## src/logic/fast_timer_pkg.sv

```systemverilog
// constants shared by the fast timer prescale and register access logic
package fast_timer_pkg;
	// ----------------------------------------------------------------
	// register byte offsets on the avalon slave
	// ----------------------------------------------------------------
	localparam logic [5:0] OFF_CTRL_A = 6'h00;
	localparam logic [5:0] OFF_CTRL_B = 6'h04;
	localparam logic [5:0] OFF_CTRL_C = 6'h08;
	localparam logic [5:0] OFF_CTRL_D = 6'h0c;
	localparam logic [5:0] OFF_CTRL_E = 6'h10;
	localparam logic [5:0] OFF_COUNT = 6'h14;
	localparam logic [5:0] OFF_CMP_A = 6'h18;
	localparam logic [5:0] OFF_CMP_B = 6'h1c;
	localparam logic [5:0] OFF_TOP = 6'h20;
	localparam logic [5:0] OFF_CMP_D = 6'h24;
	localparam logic [5:0] OFF_HBUF = 6'h28;
	localparam logic [5:0] OFF_FLAGS = 6'h2c;
	localparam logic [5:0] OFF_MASK = 6'h30;
	localparam logic [5:0] OFF_CLKCTL = 6'h34;
	// ----------------------------------------------------------------
	// field positions
	// ----------------------------------------------------------------
	localparam int B_PSR = 6; // prescaler reset strobe in control b
	localparam int B_FPIE = 7; // fault irq enable in control d
	localparam int B_FPF = 2; // fault protect flag in control d
	localparam int B_FLAG_D = 7;
	localparam int B_FLAG_A = 6;
	localparam int B_FLAG_B = 5;
	localparam int B_FLAG_OVF = 2;
	localparam int B_LSM = 7; // low speed halving in clock control
	localparam int B_FTE = 2; // fast timebase enable in clock control
	localparam logic [7:0] CTRL_B_RW = 8'h3f; // bit 7 reserved, 6 strobe
	localparam logic [7:0] FLAG_BITS = 8'he4;
	localparam logic [7:0] CLKCTL_RW = 8'h84;
	// ----------------------------------------------------------------
	// reset values, limits and timing
	// ----------------------------------------------------------------
	localparam logic [9:0] TOP_RESET = 10'h0ff;
	localparam logic [9:0] COUNT_MAX = 10'h3ff;
	localparam logic [9:0] COUNT_BOTTOM = 10'h000;
	localparam logic [3:0] SEL_STOP = 4'h0;
	localparam int SYNC_STAGES = 2;
	localparam int DIV_BITS = 14;
endpackage

```

## src/logic/presc_if.sv

```systemverilog
// link between the timer core and its prescale divider
`timescale 1ns/1ps
interface presc_if;
	logic [3:0] sel;
	logic clear;
	logic base_tick;
	logic count_tick;
	modport ctrl(output sel, output clear, output base_tick,
		input count_tick);
	modport divider(input sel, input clear, input base_tick,
		output count_tick);
endinterface

```

## src/logic/fast_timer.sv

```systemverilog
// fast timer prescale, 10-bit register access and timebase crossing
//
// Added by the designer: the Avalon-MM register port and the placing of the registers.
`timescale 1ns/1ps
// Contract
// - all-zero prescale select stops the timer
// - codes 1 to 15 divide by powers of two
// - async mode uses fast timebase, sync uses system
// - ten bit counter and compares, eight bit if high zero
// - low byte read copies high bits to buffer
// - low byte write takes high bits from buffer
// - top value clears the counter on match
// - compares a, b, d drive pins and flags
// - five masked interrupt sources
// - control and compare registers read back immediately
// - counter and flags read back with sync lag
// - written values pass sync stages before use
// - bottom signalled when counter becomes zero
// - 0x3ff is the maximum count
// - top resets to 0x0ff
// - low speed halving halves the fast timebase
// - prescaler reset strobe clears divider, reads zero
// - fast timebase enable selects asynchronous mode
module fast_timer (
	input wire logic ref_clk,
	input wire logic rst,
	input wire logic clk_en,
	input wire logic [5:0] address,
	input wire logic read,
	input wire logic write,
	input wire logic [31:0] writedata,
	input wire logic [3:0] byteenable,
	output logic [31:0] readdata,
	output logic waitrequest,
	input wire logic fast_tick,
	input wire logic fault_in,
	output logic compare_out_a,
	output logic compare_out_b,
	output logic compare_out_d,
	output logic bottom,
	output logic at_max,
	output logic irq
);
	localparam int CFG_W = 58;
	localparam int BACK_W = 14;

	logic waitrequest_reg, irq_reg, bottom_reg, at_max_reg;
	logic [31:0] readdata_reg;
	logic [7:0] ctrl_a_reg, ctrl_b_reg, ctrl_c_reg, ctrl_d_reg, ctrl_e_reg;
	logic [7:0] flags_reg, mask_reg, clkctl_reg;
	logic [9:0] cmp_a_reg, cmp_b_reg, top_reg, cmp_d_reg, cnt_val_reg;
	logic [1:0] hbuf_reg;
	logic cnt_wr_reg, psr_reg, fault_prev_reg;
	logic [9:0] cnt_reg;
	logic blk_reg, half_reg, ev_ovf_reg, ev_a_reg, ev_b_reg, ev_d_reg;
	logic out_a_reg, out_b_reg, out_d_reg;
	logic [CFG_W-1:0] cfg_d, cfg_q;
	logic [BACK_W-1:0] back_d, back_q;
	logic rd_acc, wr_acc, wrap;
	logic [7:0] wd;
	logic [7:0] rd_mux;
	logic [3:0] s_sel;
	logic [9:0] s_top, s_a, s_b, s_d, s_cval, r_cnt;
	logic s_async, s_lsm, s_psr, s_cwr;
	logic r_ovf, r_a, r_b, r_d;
	presc_if pif ();

	// ----------------------------------------------------------------
	// avalon slave handshake
	// ----------------------------------------------------------------
	assign rd_acc = read && !waitrequest_reg;
	assign wr_acc = write && !waitrequest_reg && byteenable[0];
	assign wd = writedata[7:0];

	// one wait cycle, then accept; back to waiting after each accept
	always_ff @(posedge ref_clk or posedge rst) begin
		if (rst) begin
			waitrequest_reg <= 1'b1;
		end else if (clk_en) begin
			waitrequest_reg <= !((read || write) && waitrequest_reg);
		end
	end

	// read multiplexer, low byte of every register
	always_comb begin
		rd_mux = 8'h00;
		case (address)
			fast_timer_pkg::OFF_CTRL_A: rd_mux = ctrl_a_reg;
			fast_timer_pkg::OFF_CTRL_B: rd_mux = ctrl_b_reg;
			fast_timer_pkg::OFF_CTRL_C: rd_mux = ctrl_c_reg;
			fast_timer_pkg::OFF_CTRL_D: rd_mux = ctrl_d_reg;
			fast_timer_pkg::OFF_CTRL_E: rd_mux = ctrl_e_reg;
			fast_timer_pkg::OFF_COUNT: rd_mux = r_cnt[7:0];
			fast_timer_pkg::OFF_CMP_A: rd_mux = cmp_a_reg[7:0];
			fast_timer_pkg::OFF_CMP_B: rd_mux = cmp_b_reg[7:0];
			fast_timer_pkg::OFF_TOP: rd_mux = top_reg[7:0];
			fast_timer_pkg::OFF_CMP_D: rd_mux = cmp_d_reg[7:0];
			fast_timer_pkg::OFF_HBUF: rd_mux = {6'h00, hbuf_reg};
			fast_timer_pkg::OFF_FLAGS: rd_mux = flags_reg;
			fast_timer_pkg::OFF_MASK: rd_mux = mask_reg;
			fast_timer_pkg::OFF_CLKCTL: rd_mux = clkctl_reg;
			default: rd_mux = 8'h00;
		endcase
	end

	// read data captured in the wait cycle, held through the accept
	always_ff @(posedge ref_clk or posedge rst) begin
		if (rst) begin
			readdata_reg <= 32'h0000_0000;
		end else if (clk_en && read && waitrequest_reg) begin
			readdata_reg <= {24'h00_0000, rd_mux};
		end
	end

	// ----------------------------------------------------------------
	// cpu side register file
	// ----------------------------------------------------------------
	always_ff @(posedge ref_clk or posedge rst) begin
		if (rst) begin
			ctrl_a_reg <= 8'h00;
			ctrl_b_reg <= 8'h00;
			ctrl_c_reg <= 8'h00;
			ctrl_e_reg <= 8'h00;
			mask_reg <= 8'h00;
			clkctl_reg <= 8'h00;
			cmp_a_reg <= 10'h000;
			cmp_b_reg <= 10'h000;
			top_reg <= fast_timer_pkg::TOP_RESET;
			cmp_d_reg <= 10'h000;
		end else if (clk_en && wr_acc) begin
			case (address)
				fast_timer_pkg::OFF_CTRL_A: ctrl_a_reg <= wd;
				fast_timer_pkg::OFF_CTRL_B:
					ctrl_b_reg <= wd & fast_timer_pkg::CTRL_B_RW;
				fast_timer_pkg::OFF_CTRL_C: ctrl_c_reg <= wd;
				fast_timer_pkg::OFF_CTRL_E: ctrl_e_reg <= wd;
				fast_timer_pkg::OFF_CMP_A: cmp_a_reg <= {hbuf_reg, wd};
				fast_timer_pkg::OFF_CMP_B: cmp_b_reg <= {hbuf_reg, wd};
				fast_timer_pkg::OFF_TOP: top_reg <= {hbuf_reg, wd};
				fast_timer_pkg::OFF_CMP_D: cmp_d_reg <= {hbuf_reg, wd};
				fast_timer_pkg::OFF_MASK:
					mask_reg <= wd & fast_timer_pkg::FLAG_BITS;
				fast_timer_pkg::OFF_CLKCTL:
					clkctl_reg <= wd & fast_timer_pkg::CLKCTL_RW;
				default: ;
			endcase
		end
	end

	// shared high byte buffer, loaded by writes and by low byte reads
	always_ff @(posedge ref_clk or posedge rst) begin
		if (rst) begin
			hbuf_reg <= 2'h0;
		end else if (clk_en) begin
			if (wr_acc && address == fast_timer_pkg::OFF_HBUF) begin
				hbuf_reg <= wd[1:0];
			end else if (rd_acc) begin
				case (address)
					fast_timer_pkg::OFF_COUNT: hbuf_reg <= r_cnt[9:8];
					fast_timer_pkg::OFF_CMP_A: hbuf_reg <= cmp_a_reg[9:8];
					fast_timer_pkg::OFF_CMP_B: hbuf_reg <= cmp_b_reg[9:8];
					fast_timer_pkg::OFF_TOP: hbuf_reg <= top_reg[9:8];
					fast_timer_pkg::OFF_CMP_D: hbuf_reg <= cmp_d_reg[9:8];
					default: ;
				endcase
			end
		end
	end

	// one-cycle strobes toward the timer side: counter load, prescaler clear
	always_ff @(posedge ref_clk or posedge rst) begin
		if (rst) begin
			cnt_wr_reg <= 1'b0;
			cnt_val_reg <= 10'h000;
			psr_reg <= 1'b0;
		end else if (clk_en) begin
			cnt_wr_reg <= wr_acc && address == fast_timer_pkg::OFF_COUNT;
			psr_reg <= wr_acc && address == fast_timer_pkg::OFF_CTRL_B &&
				wd[fast_timer_pkg::B_PSR];
			if (wr_acc && address == fast_timer_pkg::OFF_COUNT) begin
				cnt_val_reg <= {hbuf_reg, wd};
			end
		end
	end

	// ----------------------------------------------------------------
	// flags: hardware set beats write-one clear
	// ----------------------------------------------------------------
	always_ff @(posedge ref_clk or posedge rst) begin
		if (rst) begin
			flags_reg <= 8'h00;
			ctrl_d_reg <= 8'h00;
			fault_prev_reg <= 1'b0;
		end else if (clk_en) begin
			fault_prev_reg <= fault_in;
			if (wr_acc && address == fast_timer_pkg::OFF_FLAGS) begin
				flags_reg <= flags_reg & ~(wd & fast_timer_pkg::FLAG_BITS);
			end
			if (r_ovf) flags_reg[fast_timer_pkg::B_FLAG_OVF] <= 1'b1;
			if (r_a) flags_reg[fast_timer_pkg::B_FLAG_A] <= 1'b1;
			if (r_b) flags_reg[fast_timer_pkg::B_FLAG_B] <= 1'b1;
			if (r_d) flags_reg[fast_timer_pkg::B_FLAG_D] <= 1'b1;
			if (wr_acc && address == fast_timer_pkg::OFF_CTRL_D) begin
				ctrl_d_reg <= {wd[7:3],
					ctrl_d_reg[fast_timer_pkg::B_FPF] & ~wd[fast_timer_pkg::B_FPF],
					wd[1:0]};
			end
			if (fault_in && !fault_prev_reg) begin
				ctrl_d_reg[fast_timer_pkg::B_FPF] <= 1'b1;
			end
		end
	end

	// single request line from all masked sources
	always_ff @(posedge ref_clk or posedge rst) begin
		if (rst) begin
			irq_reg <= 1'b0;
		end else if (clk_en) begin
			irq_reg <= (|(flags_reg & mask_reg)) ||
				(ctrl_d_reg[fast_timer_pkg::B_FPF] &&
				ctrl_d_reg[fast_timer_pkg::B_FPIE]);
		end
	end

	// ----------------------------------------------------------------
	// crossing into the timer side and back
	// ----------------------------------------------------------------
	assign cfg_d = {ctrl_b_reg[3:0], top_reg, cmp_a_reg, cmp_b_reg, cmp_d_reg,
		clkctl_reg[fast_timer_pkg::B_FTE], clkctl_reg[fast_timer_pkg::B_LSM],
		psr_reg, cnt_wr_reg, cnt_val_reg};
	assign {s_sel, s_top, s_a, s_b, s_d, s_async, s_lsm, s_psr, s_cwr,
		s_cval} = cfg_q;

	stage_sync #(.W(CFG_W), .STAGES(fast_timer_pkg::SYNC_STAGES)) u_in_sync (
		.clk(ref_clk),
		.rst(rst),
		.ce(clk_en),
		.d(cfg_d),
		.q(cfg_q)
	);

	assign back_d = {ev_ovf_reg, ev_a_reg, ev_b_reg, ev_d_reg, cnt_reg};
	assign {r_ovf, r_a, r_b, r_d, r_cnt} = back_q;

	stage_sync #(.W(BACK_W), .STAGES(fast_timer_pkg::SYNC_STAGES)) u_out_sync (
		.clk(ref_clk),
		.rst(rst),
		.ce(clk_en),
		.d(back_d),
		.q(back_q)
	);

	// ----------------------------------------------------------------
	// timebase select and prescaler
	// ----------------------------------------------------------------
	always_ff @(posedge ref_clk or posedge rst) begin
		if (rst) begin
			half_reg <= 1'b0;
		end else if (clk_en && fast_tick) begin
			half_reg <= !half_reg;
		end
	end

	assign pif.sel = s_sel;
	assign pif.clear = s_psr;
	assign pif.base_tick = s_async ? (fast_tick && (!s_lsm || half_reg)) :
		1'b1;

	prescale_div #(.DIV_BITS(fast_timer_pkg::DIV_BITS)) u_div (
		.clk(ref_clk),
		.rst(rst),
		.ce(clk_en),
		.p(pif.divider)
	);

	// ----------------------------------------------------------------
	// counter and compare units
	// ----------------------------------------------------------------
	assign wrap = cnt_reg == s_top || cnt_reg == fast_timer_pkg::COUNT_MAX;

	// cpu load has priority, top match or max clears, else count up
	always_ff @(posedge ref_clk or posedge rst) begin
		if (rst) begin
			cnt_reg <= 10'h000;
			blk_reg <= 1'b0;
		end else if (clk_en) begin
			if (s_cwr) begin
				cnt_reg <= s_cval;
				blk_reg <= 1'b1;
			end else if (pif.count_tick) begin
				blk_reg <= 1'b0;
				cnt_reg <= wrap ? fast_timer_pkg::COUNT_BOTTOM :
					cnt_reg + 10'h001;
			end
		end
	end

	// match events one tick after equality; a, b, d blocked after a load, overflow not
	always_ff @(posedge ref_clk or posedge rst) begin
		if (rst) begin
			ev_ovf_reg <= 1'b0;
			ev_a_reg <= 1'b0;
			ev_b_reg <= 1'b0;
			ev_d_reg <= 1'b0;
		end else if (clk_en) begin
			ev_ovf_reg <= pif.count_tick && !s_cwr && wrap;
			ev_a_reg <= pif.count_tick && !s_cwr && !blk_reg &&
				cnt_reg == s_a;
			ev_b_reg <= pif.count_tick && !s_cwr && !blk_reg &&
				cnt_reg == s_b;
			ev_d_reg <= pif.count_tick && !s_cwr && !blk_reg &&
				cnt_reg == s_d;
		end
	end

	// output pins toggle on each match
	always_ff @(posedge ref_clk or posedge rst) begin
		if (rst) begin
			out_a_reg <= 1'b0;
			out_b_reg <= 1'b0;
			out_d_reg <= 1'b0;
		end else if (clk_en) begin
			if (ev_a_reg) out_a_reg <= !out_a_reg;
			if (ev_b_reg) out_b_reg <= !out_b_reg;
			if (ev_d_reg) out_d_reg <= !out_d_reg;
		end
	end

	// bottom and max status levels
	always_ff @(posedge ref_clk or posedge rst) begin
		if (rst) begin
			bottom_reg <= 1'b0;
			at_max_reg <= 1'b0;
		end else if (clk_en) begin
			bottom_reg <= cnt_reg == fast_timer_pkg::COUNT_BOTTOM;
			at_max_reg <= cnt_reg == fast_timer_pkg::COUNT_MAX;
		end
	end

	assign readdata = readdata_reg;
	assign waitrequest = waitrequest_reg;
	assign irq = irq_reg;
	assign compare_out_a = out_a_reg;
	assign compare_out_b = out_b_reg;
	assign compare_out_d = out_d_reg;
	assign bottom = bottom_reg;
	assign at_max = at_max_reg;
endmodule

```

## src/logic/stage_sync.sv

```systemverilog
// multi stage pipeline carrying words between the cpu and timer sides
`timescale 1ns/1ps
module stage_sync #(
	parameter int W = 8,
	parameter int STAGES = fast_timer_pkg::SYNC_STAGES
) (
	input wire logic clk,
	input wire logic rst,
	input wire logic ce,
	input wire logic [W-1:0] d,
	output logic [W-1:0] q
);
	logic [W-1:0] stage_reg [STAGES];

	// ----------------------------------------------------------------
	// shift chain, each stage only feeds the next
	// ----------------------------------------------------------------
	always_ff @(posedge clk or posedge rst) begin
		if (rst) begin
			for (int i = 0; i < STAGES; i++) begin
				stage_reg[i] <= '0;
			end
		end else if (ce) begin
			stage_reg[0] <= d;
			for (int i = 1; i < STAGES; i++) begin
				stage_reg[i] <= stage_reg[i-1];
			end
		end
	end

	assign q = stage_reg[STAGES-1];
endmodule

```

## src/logic/prescale_div.sv

```systemverilog
// free running divider with tap select for the count enable
`timescale 1ns/1ps
module prescale_div #(
	parameter int DIV_BITS = fast_timer_pkg::DIV_BITS
) (
	input wire logic clk,
	input wire logic rst,
	input wire logic ce,
	presc_if.divider p
);
	logic [DIV_BITS-1:0] div_reg;

	// true when the divider sits on the last step of a 2^(sel-1) period
	function automatic logic tap_hit(input logic [3:0] sel,
		input logic [DIV_BITS-1:0] div);
		logic [DIV_BITS-1:0] m;
		m = '0;
		for (int i = 0; i < DIV_BITS; i++) begin
			if (i + 1 < int'(sel)) m[i] = 1'b1;
		end
		return (div & m) == m;
	endfunction

	// ----------------------------------------------------------------
	// divider advances on every selected timebase tick
	// ----------------------------------------------------------------
	always_ff @(posedge clk or posedge rst) begin
		if (rst) begin
			div_reg <= '0;
		end else if (ce) begin
			if (p.clear) begin
				div_reg <= '0;
			end else if (p.base_tick) begin
				div_reg <= div_reg + 1'b1;
			end
		end
	end

	// stop code gives no ticks, others gate the matching tap
	assign p.count_tick = (p.sel != fast_timer_pkg::SEL_STOP) &&
		p.base_tick && !p.clear && tap_hit(p.sel, div_reg);
endmodule

```

## config.mk

```make
export PLATFORM = sky130hd
export DESIGN_NAME = fast_timer
export DESIGN_NICKNAME = d
export VERILOG_FILES = /design/src/logic/fast_timer_pkg.sv /design/src/logic/presc_if.sv /design/src/logic/fast_timer.sv /design/src/logic/stage_sync.sv /design/src/logic/prescale_div.sv
export SDC_FILE = /design/constraint.sdc
export NUM_CORES = 1
export LEC_CHECK = 0
export BUFFER_PORTS_ARGS = -buffer_cell sky130_fd_sc_hd__buf_2
export CAP_MARGIN = 20
export CORE_MARGIN = 1.5
export CORE_UTILIZATION = 50
export CTS_CLUSTER_SIZE = 10
export DETAILED_ROUTE_END_ITERATION = 12
export PLACE_DENSITY = 0.69
export SLEW_MARGIN = 20
export SYNTH_ARGS = -nofsm -noshare
export SYNTH_HDL_FRONTEND = slang
export SYNTH_SLANG_ARGS = --single-unit
```

## constraint.sdc

```tcl
create_clock -name ref_clk -period 11.49 [get_ports ref_clk]
set_clock_uncertainty 0.2 [all_clocks]
set_input_delay 1.149 -clock ref_clk [delete_from_list [all_inputs] [get_ports ref_clk]]
set_output_delay 1.149 -clock ref_clk [all_outputs]
set_load 0.01 [all_outputs]
```

# After elaboration in Yosys (flattened, before gate mapping)

Cells that the tools add are included.

Register bits: 296
Output and inout port bits: 39

Add/subtract/negate cells: 2
Bitwise logic cells: 6
Mux-type cells: 33
Magnitude comparators: 14
Reductions and logical operators: 78
Equal/unequal tests: 19

Operators by type and width:

| cell                    | count |
|---|---|
| $pmux W8 S14            | 1 |
| $reduce_and A2 Y1       | 23 |
| $eq A10 B10 Y1          | 4 |
| $eq A6 B6 Y1 const B    | 6 |
| $mux W10                | 3 |
| $lt A4 B4 Y1 const A    | 7 |
| $mux W14                | 2 |
| $logic_and A1 B1 Y1     | 26 |
| $eq A6 B5 Y1 const B    | 4 |
| $mux W1                 | 22 |
| $and A8 B8 Y8           | 2 |
| $lt A3 B4 Y1 const A    | 4 |
| $reduce_bool A2 Y1      | 8 |
| $add A14 B1 Y14 const B | 1 |
| $and A14 B14 Y14        | 1 |
| $eq A14 B14 Y1          | 1 |
| $eq A6 B4 Y1 const B    | 2 |
| $logic_not A1 Y1        | 11 |
| $add A10 B1 Y10 const B | 1 |
| $eq A10 B10 Y1 const B  | 1 |
| $logic_not A10 Y1       | 1 |
| $pmux W2 S5             | 1 |
| $lt A2 B4 Y1 const A    | 2 |
| $mux W8                 | 1 |
| other kinds (13)        | 17 |

# Longest topological paths before layout

Gate-level depths: netlist of the first run.

Depth in word-level cells: 10
Mapped depth: 9
Depth with buffers taken out: 8

# Modules after synthesis

From an unflattened synthesis of the first run, not the netlist that was laid out.

Cell total of the unflattened synthesis: 1100
Area, all modules: 14167.3 µm²

By module, submodules not included:

| module                   | instances | seq. area each (µm²) | cells each | area an instance (µm²) |
|---|---|---|---|---|
| fast_timer               | 1         | 3364.5               | 626        | 7156.9 |
| stage_sync at u_in_sync  | 1         | 2902.8               | 304        | 4901.0 |
| stage_sync at u_out_sync | 1         | 700.7                | 74         | 1251.2 |
| prescale_div             | 1         | 350.3                | 96         | 858.3 |

# Worst setup path before layout of the first run

No wires, ideal clock.

Path kind: input port to flip-flop
From: input address[4]
To: register top_reg[8]
Data required time: 11.165 ns
Arrival time: 2.787 ns
Cell stages on the path: 7
Setup time: 0.125 ns
Setup slack: 8.379 ns
Cells stage by stage: clkbuf_1 nand2b_1 or2_2 buf_2 nor3_1 nand2_1 mux2_2

Word-level cells in the longest chain between the ends: 2

RTL lines:

| item                               | RTL line          | source |
|---|---|---|
| from (decl)                        | fast_timer.sv:28  | `input wire logic [5:0] address,` |
| $eq A6 B6 Y1                       | fast_timer.sv:131 | `case (address)` |
| $reduce_and A2 Y1 (no source line) | n/a               |  |
| to (signal assigned)               | fast_timer.sv:128 | `top_reg <= fast_timer_pkg::TOP_RESET;` |
| to (signal assigned)               | fast_timer.sv:139 | `fast_timer_pkg::OFF_TOP: top_reg <= {hbuf_reg, wd};` |
| to (decl)                          | fast_timer.sv:51  | `logic [9:0] cmp_a_reg, cmp_b_reg, top_reg, cmp_d_reg, cnt_val_reg;` |

Every way passes these cells.
A chain may end at the register's enable or synchronous reset.

# Final worst setup path of the first run

From: input address[2]
To: register hbuf_reg[1]

Word-level cells in the longest chain between the ends: 4
Elaborated cells on any way between the ends: 13
Classes of those cells: eq/ne (6); mux (3); reduce/logical (4)

RTL lines:

| item                                               | RTL line                             | source |
|---|---|---|
| $eq A6 B6 Y1, or another cell as far along         | fast_timer.sv:158                    | `case (address)` |
| $pmux W2 S5 or $logic_and A1 B1 Y1 (tied branches) | fast_timer.sv:158, fast_timer.sv:155 |  |
| $mux W2, or another cell as far along              | fast_timer.sv:157                    | `end else if (rd_acc) begin` |
| $mux W2 or $reduce_and A3 Y1 (tied branches)       | n/a                                  |  |
| to (signal assigned)                               | fast_timer.sv:156                    | `hbuf_reg <= wd[1:0];` |
| to (signal assigned)                               | fast_timer.sv:159                    | `fast_timer_pkg::OFF_COUNT: hbuf_reg <= r_cnt[9:8];` |
| to (signal assigned)                               | fast_timer.sv:160                    | `fast_timer_pkg::OFF_CMP_A: hbuf_reg <= cmp_a_reg[9:8];` |
| to (decl)                                          | fast_timer.sv:52                     | `logic [1:0] hbuf_reg;` |

Several ways; a longest one is shown, not always the timed one. The select of a mux whose other input is x is not followed.

==> impl_results.md, run 1 <==
* Antenna violations before repair at 0
* # DRC at 0
* Lkg Pwr at 6.98 nW
* Mapped Area at 13,000 µm²
* Drt pass-1 iters at 5
* Worst R2R Path Depth at 7
* Seq/Total Area, Yosys at 0.562
* Grt ovf at 0
* Hold path depth at 1
* CTS H-Tree Depth at 2
* Placed cell count at 1,329
* Total clock sinks at 292
* Routability Congestion at 0.913
* Ant. Diodes at 0
* Cts bufs inserted at 35
* Worst Path Required at 11.68 ns
* GRT Util Overall at 0.231
* EDFF count, synth at 0
* Reg2Reg Setup Slack at 8.72 ns
* Synthesis-to-layout area growth at 9.94%
* Total wire length at 29,400 µm
* VDD IR-drop max at 0.144 mV
* Final net count at 1,088
* Ports at 88
* Vias in the first global route at 8,023
* Routed length per instance at 21.4 µm
* Largest net degree at the start of global routing at 142
* Ys async rst share at 1.00
* Vias per cell at 5.87
* Status: complete, no violations
* RSZ-0062 raised after global routing: no
* Most common cell in the netlist: dfrtp_1
* Yosys top cell area share at 0.544
* Setup TNS at 0 ns
* Initial core utilization at 0.513
* Vert. Die Dim at 164 µm
* Arrival @ worst endpoint at 3.85 ns
* Leading area contributor after synthesis: dfrtp_1
* Post-route ant nets at 0
* Pwr/cell area at 162 nW/µm²
* Critical Path, Cell by Cell: buf_2 > nand2b_1 > nor2_1 > a21oi_1 > nor3b_1 > o21ai_0 > mux2_2
* Crit-path max cell delay at 0.69 ns
* Most used DFF post-synth: dfrtp_1
* Cts hold-fix bufs at 0
* Final Hold Fails at 0
* Reg-to-reg critical path endpoint: cnt_reg[5]$_DFFE_PP0P_
* Yosys reg bits at 292
* Tcrit/Tclk final at 0.319
* CP max-delay cell: nor2_1
* Global-route wire length before repair at 47,000 µm
* Vias at 8,095
* # port buffers at 36
* Core box area at 25,400 µm²
* Max Cap Violations at 0
* Synth cell types at 66
* Reg2reg start: cnt_reg[1]$_DFFE_PP0P_
* Buf/Inv on CP at 1
* Clock buffer depth at 3
* Die footprint at 27,000 µm²
* Crit. Startpoint: address[2]
* PostCTS Resize Cnt at 0
* Final setup vio count at 0
* Hold EP: ctrl_d_reg[2]$_DFFE_PP0P_
* Post-synth top cells: dfrtp_1, mux2_2, nand2_1, clkbuf_1, xor2_1
* Post-DP HPWL at 19,300 µm
* Worst-Margin Slew at 1.01 ns
* Post-CTS Setup Bufs at 0
* DRT iter0 DRCs at 524
* YS warnings at 0
* Share of cells above drive strength 1 at 0.332
* Peak Freq at 273 MHz
* Fin area at 14,300 µm²
* Clk_lat worst skew at 0.51 ns
* Die X at 164 µm
* Placed Area at 13,400 µm²
* Hold wc startpoint: fault_prev_reg$_DFFE_PP0P_
* Synth Area per Inst at 12.8 µm²
* Worst setup SP type: primary input
* CP Capture Type: flop
* Post-synthesis cell count at 1,014
* CP Max Fanout at 25
* Final Util at 0.564
* Worst min path class: reg2reg
* Setup CP Type: in2reg
* CTS Root Cell: clkbuf_16
* Minimum clock period at 3.66 ns
* Top delay family on crit path: simple AND/OR/NAND/NOR gates
* CTS tree: done
* Layout Cells excl Fill at 1,379
* Final Max Tran Viols at 0
* Reg clk slew, reported paths at 0.05 ns
* Synth area leaders: dfrtp_1, mux2_2, xor2_1
* Slew HR at 0.328
* Row cnt at 58
[layout make-up]
class / instances / area (µm²)
Timing Repair Buffer: 41 / 228
Inverter: 19 / 78.8
Clock inverter: 1 / 8.76
Clock buffer: 49 / 938
Tap cell: 330 / 413
Fill cell: 2146 / 11100
Sequential cell: 292 / 7320
Multi-Input combinational cell: 647 / 5340
[worst max path at each step]
stage / cells past startpoint / endpoint / slack, ns
finish: 7 / hbuf_reg[1]$_DFFE_PP0P_ / 7.83
global route: 5 / hbuf_reg[1]$_DFFE_PP0P_ / 7.76
CTS: 7 / hbuf_reg[1]$_DFFE_PP0P_ / 7.92
detailed placement: 7 / hbuf_reg[1]$_DFFE_PP0P_ / 7.42
global placement: 7 / hbuf_reg[1]$_DFFE_PP0P_ / 7.39
floorplan: 1 / at_max$_DFFE_PP0P_ / 2.09
[where the power goes]
| group | switching (mW) | internal, mW | total, mW |
|---|---|---|---|
| clock network | 0.395 | 0.561 | 0.955 |
| logic | 0.113 | 0.0878 | 0.201 |
| registers | 0.0773 | 1.09 | 1.16 |
[stage by stage]
| stage | total power [mW] | worst slack, ns | hold slack (ns) |
|---|---|---|---|
| after floorplan | 1.32 | 2.09 | 0.216 |
| after global placement | 1.38 | 7.39 | 0.235 |
| after detailed placement | 1.38 | 7.42 | 0.252 |
| after CTS | 2.34 | 7.92 | 0.250 |
| after global routing | 2.42 | 7.76 | 0.274 |
| final | 2.32 | 7.83 | 0.248 |
[layer usage]
layer,vias to the layer above,GRT usage,part of all wire
li1,3656,-,-
met1,4140,0.331,0.46
met2,246,0.362,0.46
met3,53,0.0387,0.055
met4,0,0.0700,0.022
met5,-,0,0
[worst register-to-register path, cell delays in order (launching register included)]
cell      delay, ns
dfrtp_1        0.67
ha_1           0.31
nand3_1        0.15
or3_1          0.46
o21ai_0        0.34
nor2_1         0.15
a32oi_1        0.23
o311ai_1       0.12
[placed cells by master (no fill, tap or decap), types with 6 or more instances in the layout]
| master | count |
|---|---|
| a21oi_1 | 13 |
| dfrtp_1 | 283 |
| nor4_1 | 10 |
| mux2i_1 | 8 |
| nor3_1 | 17 |
| a22o_1 | 17 |
| nand3_1 | 17 |
| nand4_1 | 9 |
| o21ai_0 | 31 |
| inv_1 | 17 |
| clkbuf_16 | 35 |
| a22oi_1 | 14 |
| xor2_1 | 36 |
| buf_2 | 35 |
| dfstp_2 | 9 |
| a222oi_1 | 6 |
| nand2_1 | 55 |
| nand2b_1 | 8 |
| nor2_1 | 32 |
| and3_1 | 7 |
| clkbuf_1 | 13 |
| mux2_2 | 246 |
| conb_1 | 24 |
| xnor2_1 | 16 |
| a221oi_1 | 8 |
[kinds of logic (layout without fill, tap and decap cells)]
| family | Yosys count | after routing | share of synthesized area |
|---|---|---|---|
| simple gates | 182 | 182 | 0.0712 |
| compound gates | 129 | 129 | 0.0711 |
| other cells | 1 | 24 | 0.000288 |
| fa+ha+maj | 5 | 5 | 0.00451 |
| mux | 255 | 255 | 0.221 |
| buf+inv | 98 | 110 | 0.0356 |
| flops | 292 | 292 | 0.562 |
| xor+xnor | 52 | 52 | 0.0350 |
Power figures use the tool's default switching activity.
==> run 2, diff against run 1 <==
- ABC_AREA: not set -> 1
- clock period: 11.49 -> 3.8 ns (I/O delays scaled with it)
==> impl_results.md, run 2 <==
* Post-layout worst setup margin at 1.18 ns
* Hold slack at 0.251 ns
* Lkg Pwr at 7.32 nW
* Die X at 167 µm
* Ys async rst share at 1.00
* CTS Root Cell: clkbuf_16
* Final net count at 1,731
* Global-route wire length before repair at 55,400 µm
* Seq/Total Area, Yosys at 0.546
* Worst Path Required at 4.04 ns
* Setup CP Type: in2reg
* Simple-gate share of the synthesized area at 0.256
* Failing checks: design-rule violations
* Worst-Margin Slew at 0.980 ns
* Most used DFF post-synth: dfrtp_1
* CP Max Fanout at 100
* Minimum clock period at 2.62 ns
* Commonest non-fill, non-tap cell in the layout: nand2_1
* Metal3 WL at 2180 µm
* Vias per cell at 5.34
* Slew HR at 0.347
* Tcrit/Tclk final at 0.689
* Die footprint at 27,800 µm²
* Reg clk slew, reported paths at 0.05 ns
* Compound-Gate Fraction of Synth Area at 0.102
* DRT iter0 DRCs at 1,068
* EDFF count, synth at 0
* Wire length on met2 at 15,100 µm
* # port buffers at 36
* Clock buffer depth at 3
* Final Max Tran Viols at 0
* Post-DP HPWL at 22,400 µm
* Leading area contributor after synthesis: dfrtp_1
* Fin area at 14,800 µm²
* Row cnt at 59
* Synth cell types at 39
* Status: finished with violations
* Synth area leaders: dfrtp_1, nand2_1, o21ai_0
* Post-CTS Setup Bufs at 0
* Arrival @ worst endpoint at 2.86 ns
* Ports at 88
* Cts bufs inserted at 35
* Final Util at 0.566
* RSZ-0062 raised after global routing: no
* CP Capture Type: flop
* Total clock sinks at 292
* CTS tree: done
* Peak Freq at 382 MHz
* Share of cells above drive strength 1 at 0.0753
* CTS H-Tree Depth at 2
* Yosys top cell area share at 0.528
* Post-route ant nets at 0
* Fillers at 2,386
* Routability Congestion at 0.881
* GRT Util Overall at 0.252
* Most frequent cells in the layout: nand2_1, dfrtp_1, o21ai_0, inv_1, nor2_1
* Post-Synth XOR/XNOR Area at 0.0163
* Adder-Cell Fraction of Synth Area at 0.00280
* Initial core utilization at 0.511
* WL met1 at 15,800 µm
* Setup TNS at 0 ns
* Final setup vio count at 0
* Vias at 10,856
* Final Total Pwr at 7.64 mW
* Largest net degree at the start of global routing at 132
* Top Metal Used: met4
* Vert. Die Dim at 167 µm
* Mapped Area at 13,400 µm²
* Synthesis-to-layout area growth at 10.7%
* Post-synthesis cell count at 1,655
* Yosys reg bits at 292
* Final Hold Fails at 0
* Antenna violations before repair at 0
* DP Worst Slack at 1.24 ns
* Mux cell area share after synthesis at 0
* Max Cap Violations at 0
* Most common cell in the netlist: nand2_1
* Worst min path class: in2reg
* Synth Area per Inst at 8.10 µm²
* Placed Area at 13,700 µm²
* Pwr/cell area at 515 nW/µm²
* Core box area at 26,200 µm²
* # DRC at 3
* PostCTS Resize Cnt at 0
* Placed cell count at 1,963
* Routed length per instance at 16.6 µm
* Grt ovf at 0
* Layout Cells excl Fill at 2,034
* Ant. Diodes at 0
* Vias in the first global route at 10,246
* Post-synth top cells: nand2_1, dfrtp_1, o21ai_0, inv_1, nor2_1
* YS warnings at 0
* Total wire length at 33,800 µm
* Clk_lat worst skew at 0.52 ns
* Drt pass-1 iters at 9
* Largest family of logic cells by synthesized area: simple AND/OR/NAND/NOR gates
* Worst setup SP type: primary input
* VDD IR-drop max at 0.313 mV
-- run 2: cell types whose count changed after synthesis, moves of 34 or more --
cell     delta
nand2_1   +581
mux2_2    -246
o21ai_0   +173
inv_1     +110
nor2_1     +48
nand3_1    +34
-- run 2: area by class of cell --
class / count / area [µm²] / share of cell area
clock buffers: 55 / 992 / 0.0669
clock inverters: 2 / 25.0 / 0.00169
inverters: 135 / 513 / 0.0346
multi-input cells: 1155 / 5150 / 0.347
flip-flops and latches: 292 / 7320 / 0.493
well taps: 335 / 419 / 0.0283
repair buffers: 60 / 423 / 0.0285
-- run 2: cell families (layout without fill, tap and decap cells) --
family                   after synthesis  count (layout)
XOR/XNOR                              25              25
flip-flops                           292             292
adder cells (fa/ha/maj)                3               3
AND/OR/NAND/NOR                      839             839
other                                  1              24
buffers and inverters                231             252
AO/OA/AOI/OAI                        264             264
-- run 2: what timing repair did --
item	CTS	global route
hold buffers	14	0
setup endpoints to repair	0	0
endpoints found under the hold margin	132	0
-- run 2: power by group --
group | switching, mW | internal [mW]
combinational | 0.683 | 0.329
clock | 1.26 | 1.78
sequential | 0.247 | 3.34
-- run 2: layer usage --
layer  track usage  up-vias
met2         0.384      363
met5             0        -
met4        0.0700        0
li1              -     5256
met3        0.0468       51
met1         0.370     5186
-- run 2: worst paths after layout --
check,from,end,slack (ns),depth (start not counted)
max in group asynchronous,rst,readdata[1]$_DFFE_PP0P_,2.27,4
min in group asynchronous,rst,u_in_sync.stage_reg[105]$_DFFE_PP0P_,0.39,4
setup / recovery,clk_en,cnt_reg[1]$_DFFE_PP0P_,1.18,7
hold reg to reg,compare_out_d$_DFFE_PP0P_,compare_out_d$_DFFE_PP0P_,0.26,1
setup reg to reg,cnt_reg[1]$_DFFE_PP0P_,cnt_reg[9]$_DFFE_PP0P_,1.22,8
hold / removal,address[2],hbuf_reg[0]$_DFFE_PP0P_,0.25,7
-- run 2: critical path, cell delays in order --
cell and delay [ns]:
dlygate4sd3_1 0.53, buf_4 0.14, buf_4 0.71, nand2_1 0.54, nand2_2 0.36, nand2_1 0.08
nand2_1 0.06
==> run 3, diff against run 2 <==
- PLACE_DENSITY: 0.69 -> 0.71
- clock period: 3.8 -> 2.34 ns (I/O delays scaled with it)
==> impl_results.md, run 3 (same netlist as run 2, synthesis figures left out) <==
* Layout Cells excl Fill at 2,044
* CP Capture Type: flop
* Slew HR at 0.611
* Reg2reg start: u_in_sync.q[56]$_DFFE_PP0P_
* Die footprint at 27,800 µm²
* Row cnt at 59
* Lkg Pwr at 7.43 nW
* Final Max Tran Viols at 0
* Ant. Diodes at 0
* Total clock sinks at 292
* Post-route ant nets at 0
* FF/Latch Area at 7320 µm²
* Setup CP Type: reg2reg
* Drt pass-1 iters at 11
* Vias in the first global route at 10,364
* Crit. Startpoint: u_in_sync.q[56]$_DFFE_PP0P_
* Hold wc startpoint: clk_en
* Most used cell, CP: nand2_1
* Routed length per instance at 16.5 µm
* Total wire length at 33,800 µm
* Placed cell count at 1,988
* CP Max Fanout at 12
* Largest net degree at the start of global routing at 88
* Global-route wire length before repair at 55,200 µm
* Area of the multi-input gates at 5150 µm²
* Final net count at 1,755
* Cts bufs inserted at 35
* Core box area at 26,200 µm²
* Max Cap Violations at 0
* Most frequent cells in the layout: nand2_1, dfrtp_1, o21ai_0, inv_1, nor2_1
* CP max-delay cell: dfrtp_1
* CTS Root Cell: clkbuf_16
* Worst setup SP type: flop
* Peak Freq at 457 MHz
* Die X at 167 µm
* Worst Path Required at 2.58 ns
* Final setup vio count at 0
* Commonest non-fill, non-tap cell in the layout: nand2_1
* Failing checks: design-rule violations
* Crit-path max cell delay at 0.42 ns
* Share of cells above drive strength 1 at 0.0884
* Worst-Margin Slew at 0.583 ns
* DRT iter0 DRCs at 1,253
* Vias at 10,841
* CTS H-Tree Depth at 2
* Placed Area at 13,900 µm²
* VDD IR-drop max at 0.537 mV
* GRT Util Overall at 0.250
* RSZ-0062 raised after global routing: no
* Reg clk slew, reported paths at 0.05 ns
* Ports at 88
* Status: finished with violations
* Worst min path class: in2reg
* Setup TNS at 0 ns
* Tcrit/Tclk final at 0.936
* Fillers at 2,352
* Pwr/cell area at 818 nW/µm²
* Vert. Die Dim at 167 µm
* Fin area at 15,000 µm²
* Synthesis-to-layout area growth at 11.8%
* Post-DP HPWL at 23,600 µm
* Vias per cell at 5.30
* Critical Path, Cell by Cell: inv_1 > nand2_1 > o21ai_0 > nand4_1 > nor2_1 > nand3_2 > nand2_4 > nand2_1 > nand2_1
* Clk_lat worst skew at 0.51 ns
* Arrival @ worst endpoint at 2.43 ns
* Final Hold Fails at 0
* Clock buffer depth at 3
* Initial core utilization at 0.511
* # DRC at 4
* Grt ovf at 0
* Antenna violations before repair at 0
* Minimum clock period at 2.19 ns
* Routability Congestion at 0.897
* CTS tree: done
* # port buffers at 36
-- run 3: cell types whose count changed in the layout (fill, tap and decap cells not counted) --
cell           delta
buf_4            +22
clkbuf_1         -12
buf_12            +3
bufinv_16         +1
clkbuf_16         -1
clkbuf_8          -1
clkinv_8          -1
dlygate4sd3_1     -1
nand2_2           -1
nand2_4           +1
-- run 3: stage by stage --
stage                     setup slack [ns]  total power, mW   util  hold slack [ns]
after CTS                            0.124             12.3  0.572           0.0577
after floorplan                      -1.96             7.00      -            0.155
after global placement               0.226             7.50  0.531            0.100
after detailed placement             0.141             7.55  0.531           0.0971
final                                0.150             12.3  0.572           0.0699
after global routing                0.0269             12.8  0.572            0.109
-- run 3: path summary, 6_finish.rpt --
kind,end,slack [ns],cells after the start
hold / removal,waitrequest$_DFFE_PP1P_,0.07,4
hold reg to reg,compare_out_a$_DFFE_PP0P_,0.26,1
max in group asynchronous,ctrl_b_reg[2]$_DFFE_PP0P_,1.01,4
setup reg to reg,cnt_reg[5]$_DFFE_PP0P_,0.15,9
min in group asynchronous,u_in_sync.stage_reg[76]$_DFFE_PP0P_,0.11,3
setup / recovery,cnt_reg[5]$_DFFE_PP0P_,0.15,9
-- run 3: worst max-delay path, delay by kind of cell (launching register included) --
kind	cells	cell delay, ns
compound gates	1	0.24
buf+inv	1	0.16
flops	1	0.42
simple gates	7	1.09
-- run 3: where the power goes --
group          switching (mW)  internal, mW  leakage, nW
combinational            1.13         0.581         3.08
sequential              0.369          5.42         3.89
clock                    1.96          2.81        0.463
total                    3.45          8.81         7.43
-- run 3: cell type report --
type,instances,share of cell area
flip-flops and latches,292,0.488
repair buffers,84,0.0426
clock inverters,2,0.00259
inverters,135,0.0342
well taps,335,0.0280
clock buffers,41,0.0606
multi-input cells,1155,0.344
-- run 3: layer usage --
layer  GRT usage  vias to the layer above  routed length (µm)
li1            -                     5290                   -
met1       0.366                     5144               15900
met2       0.385                      340               14900
met3      0.0392                       67                2000
met4      0.0798                        0                1000
met5           0                        -                   0
-- run 3: timing repair --
| item | 4_1_cts | 5_1_grt |
|---|---|---|
| hold endpoints to repair | 98 | 0 |
| gates resized for setup | 0 | 1 |
| hold buffers | 13 | 0 |
| setup buffers | 0 | 0 |
| endpoints found under the setup margin | 0 | 9 |
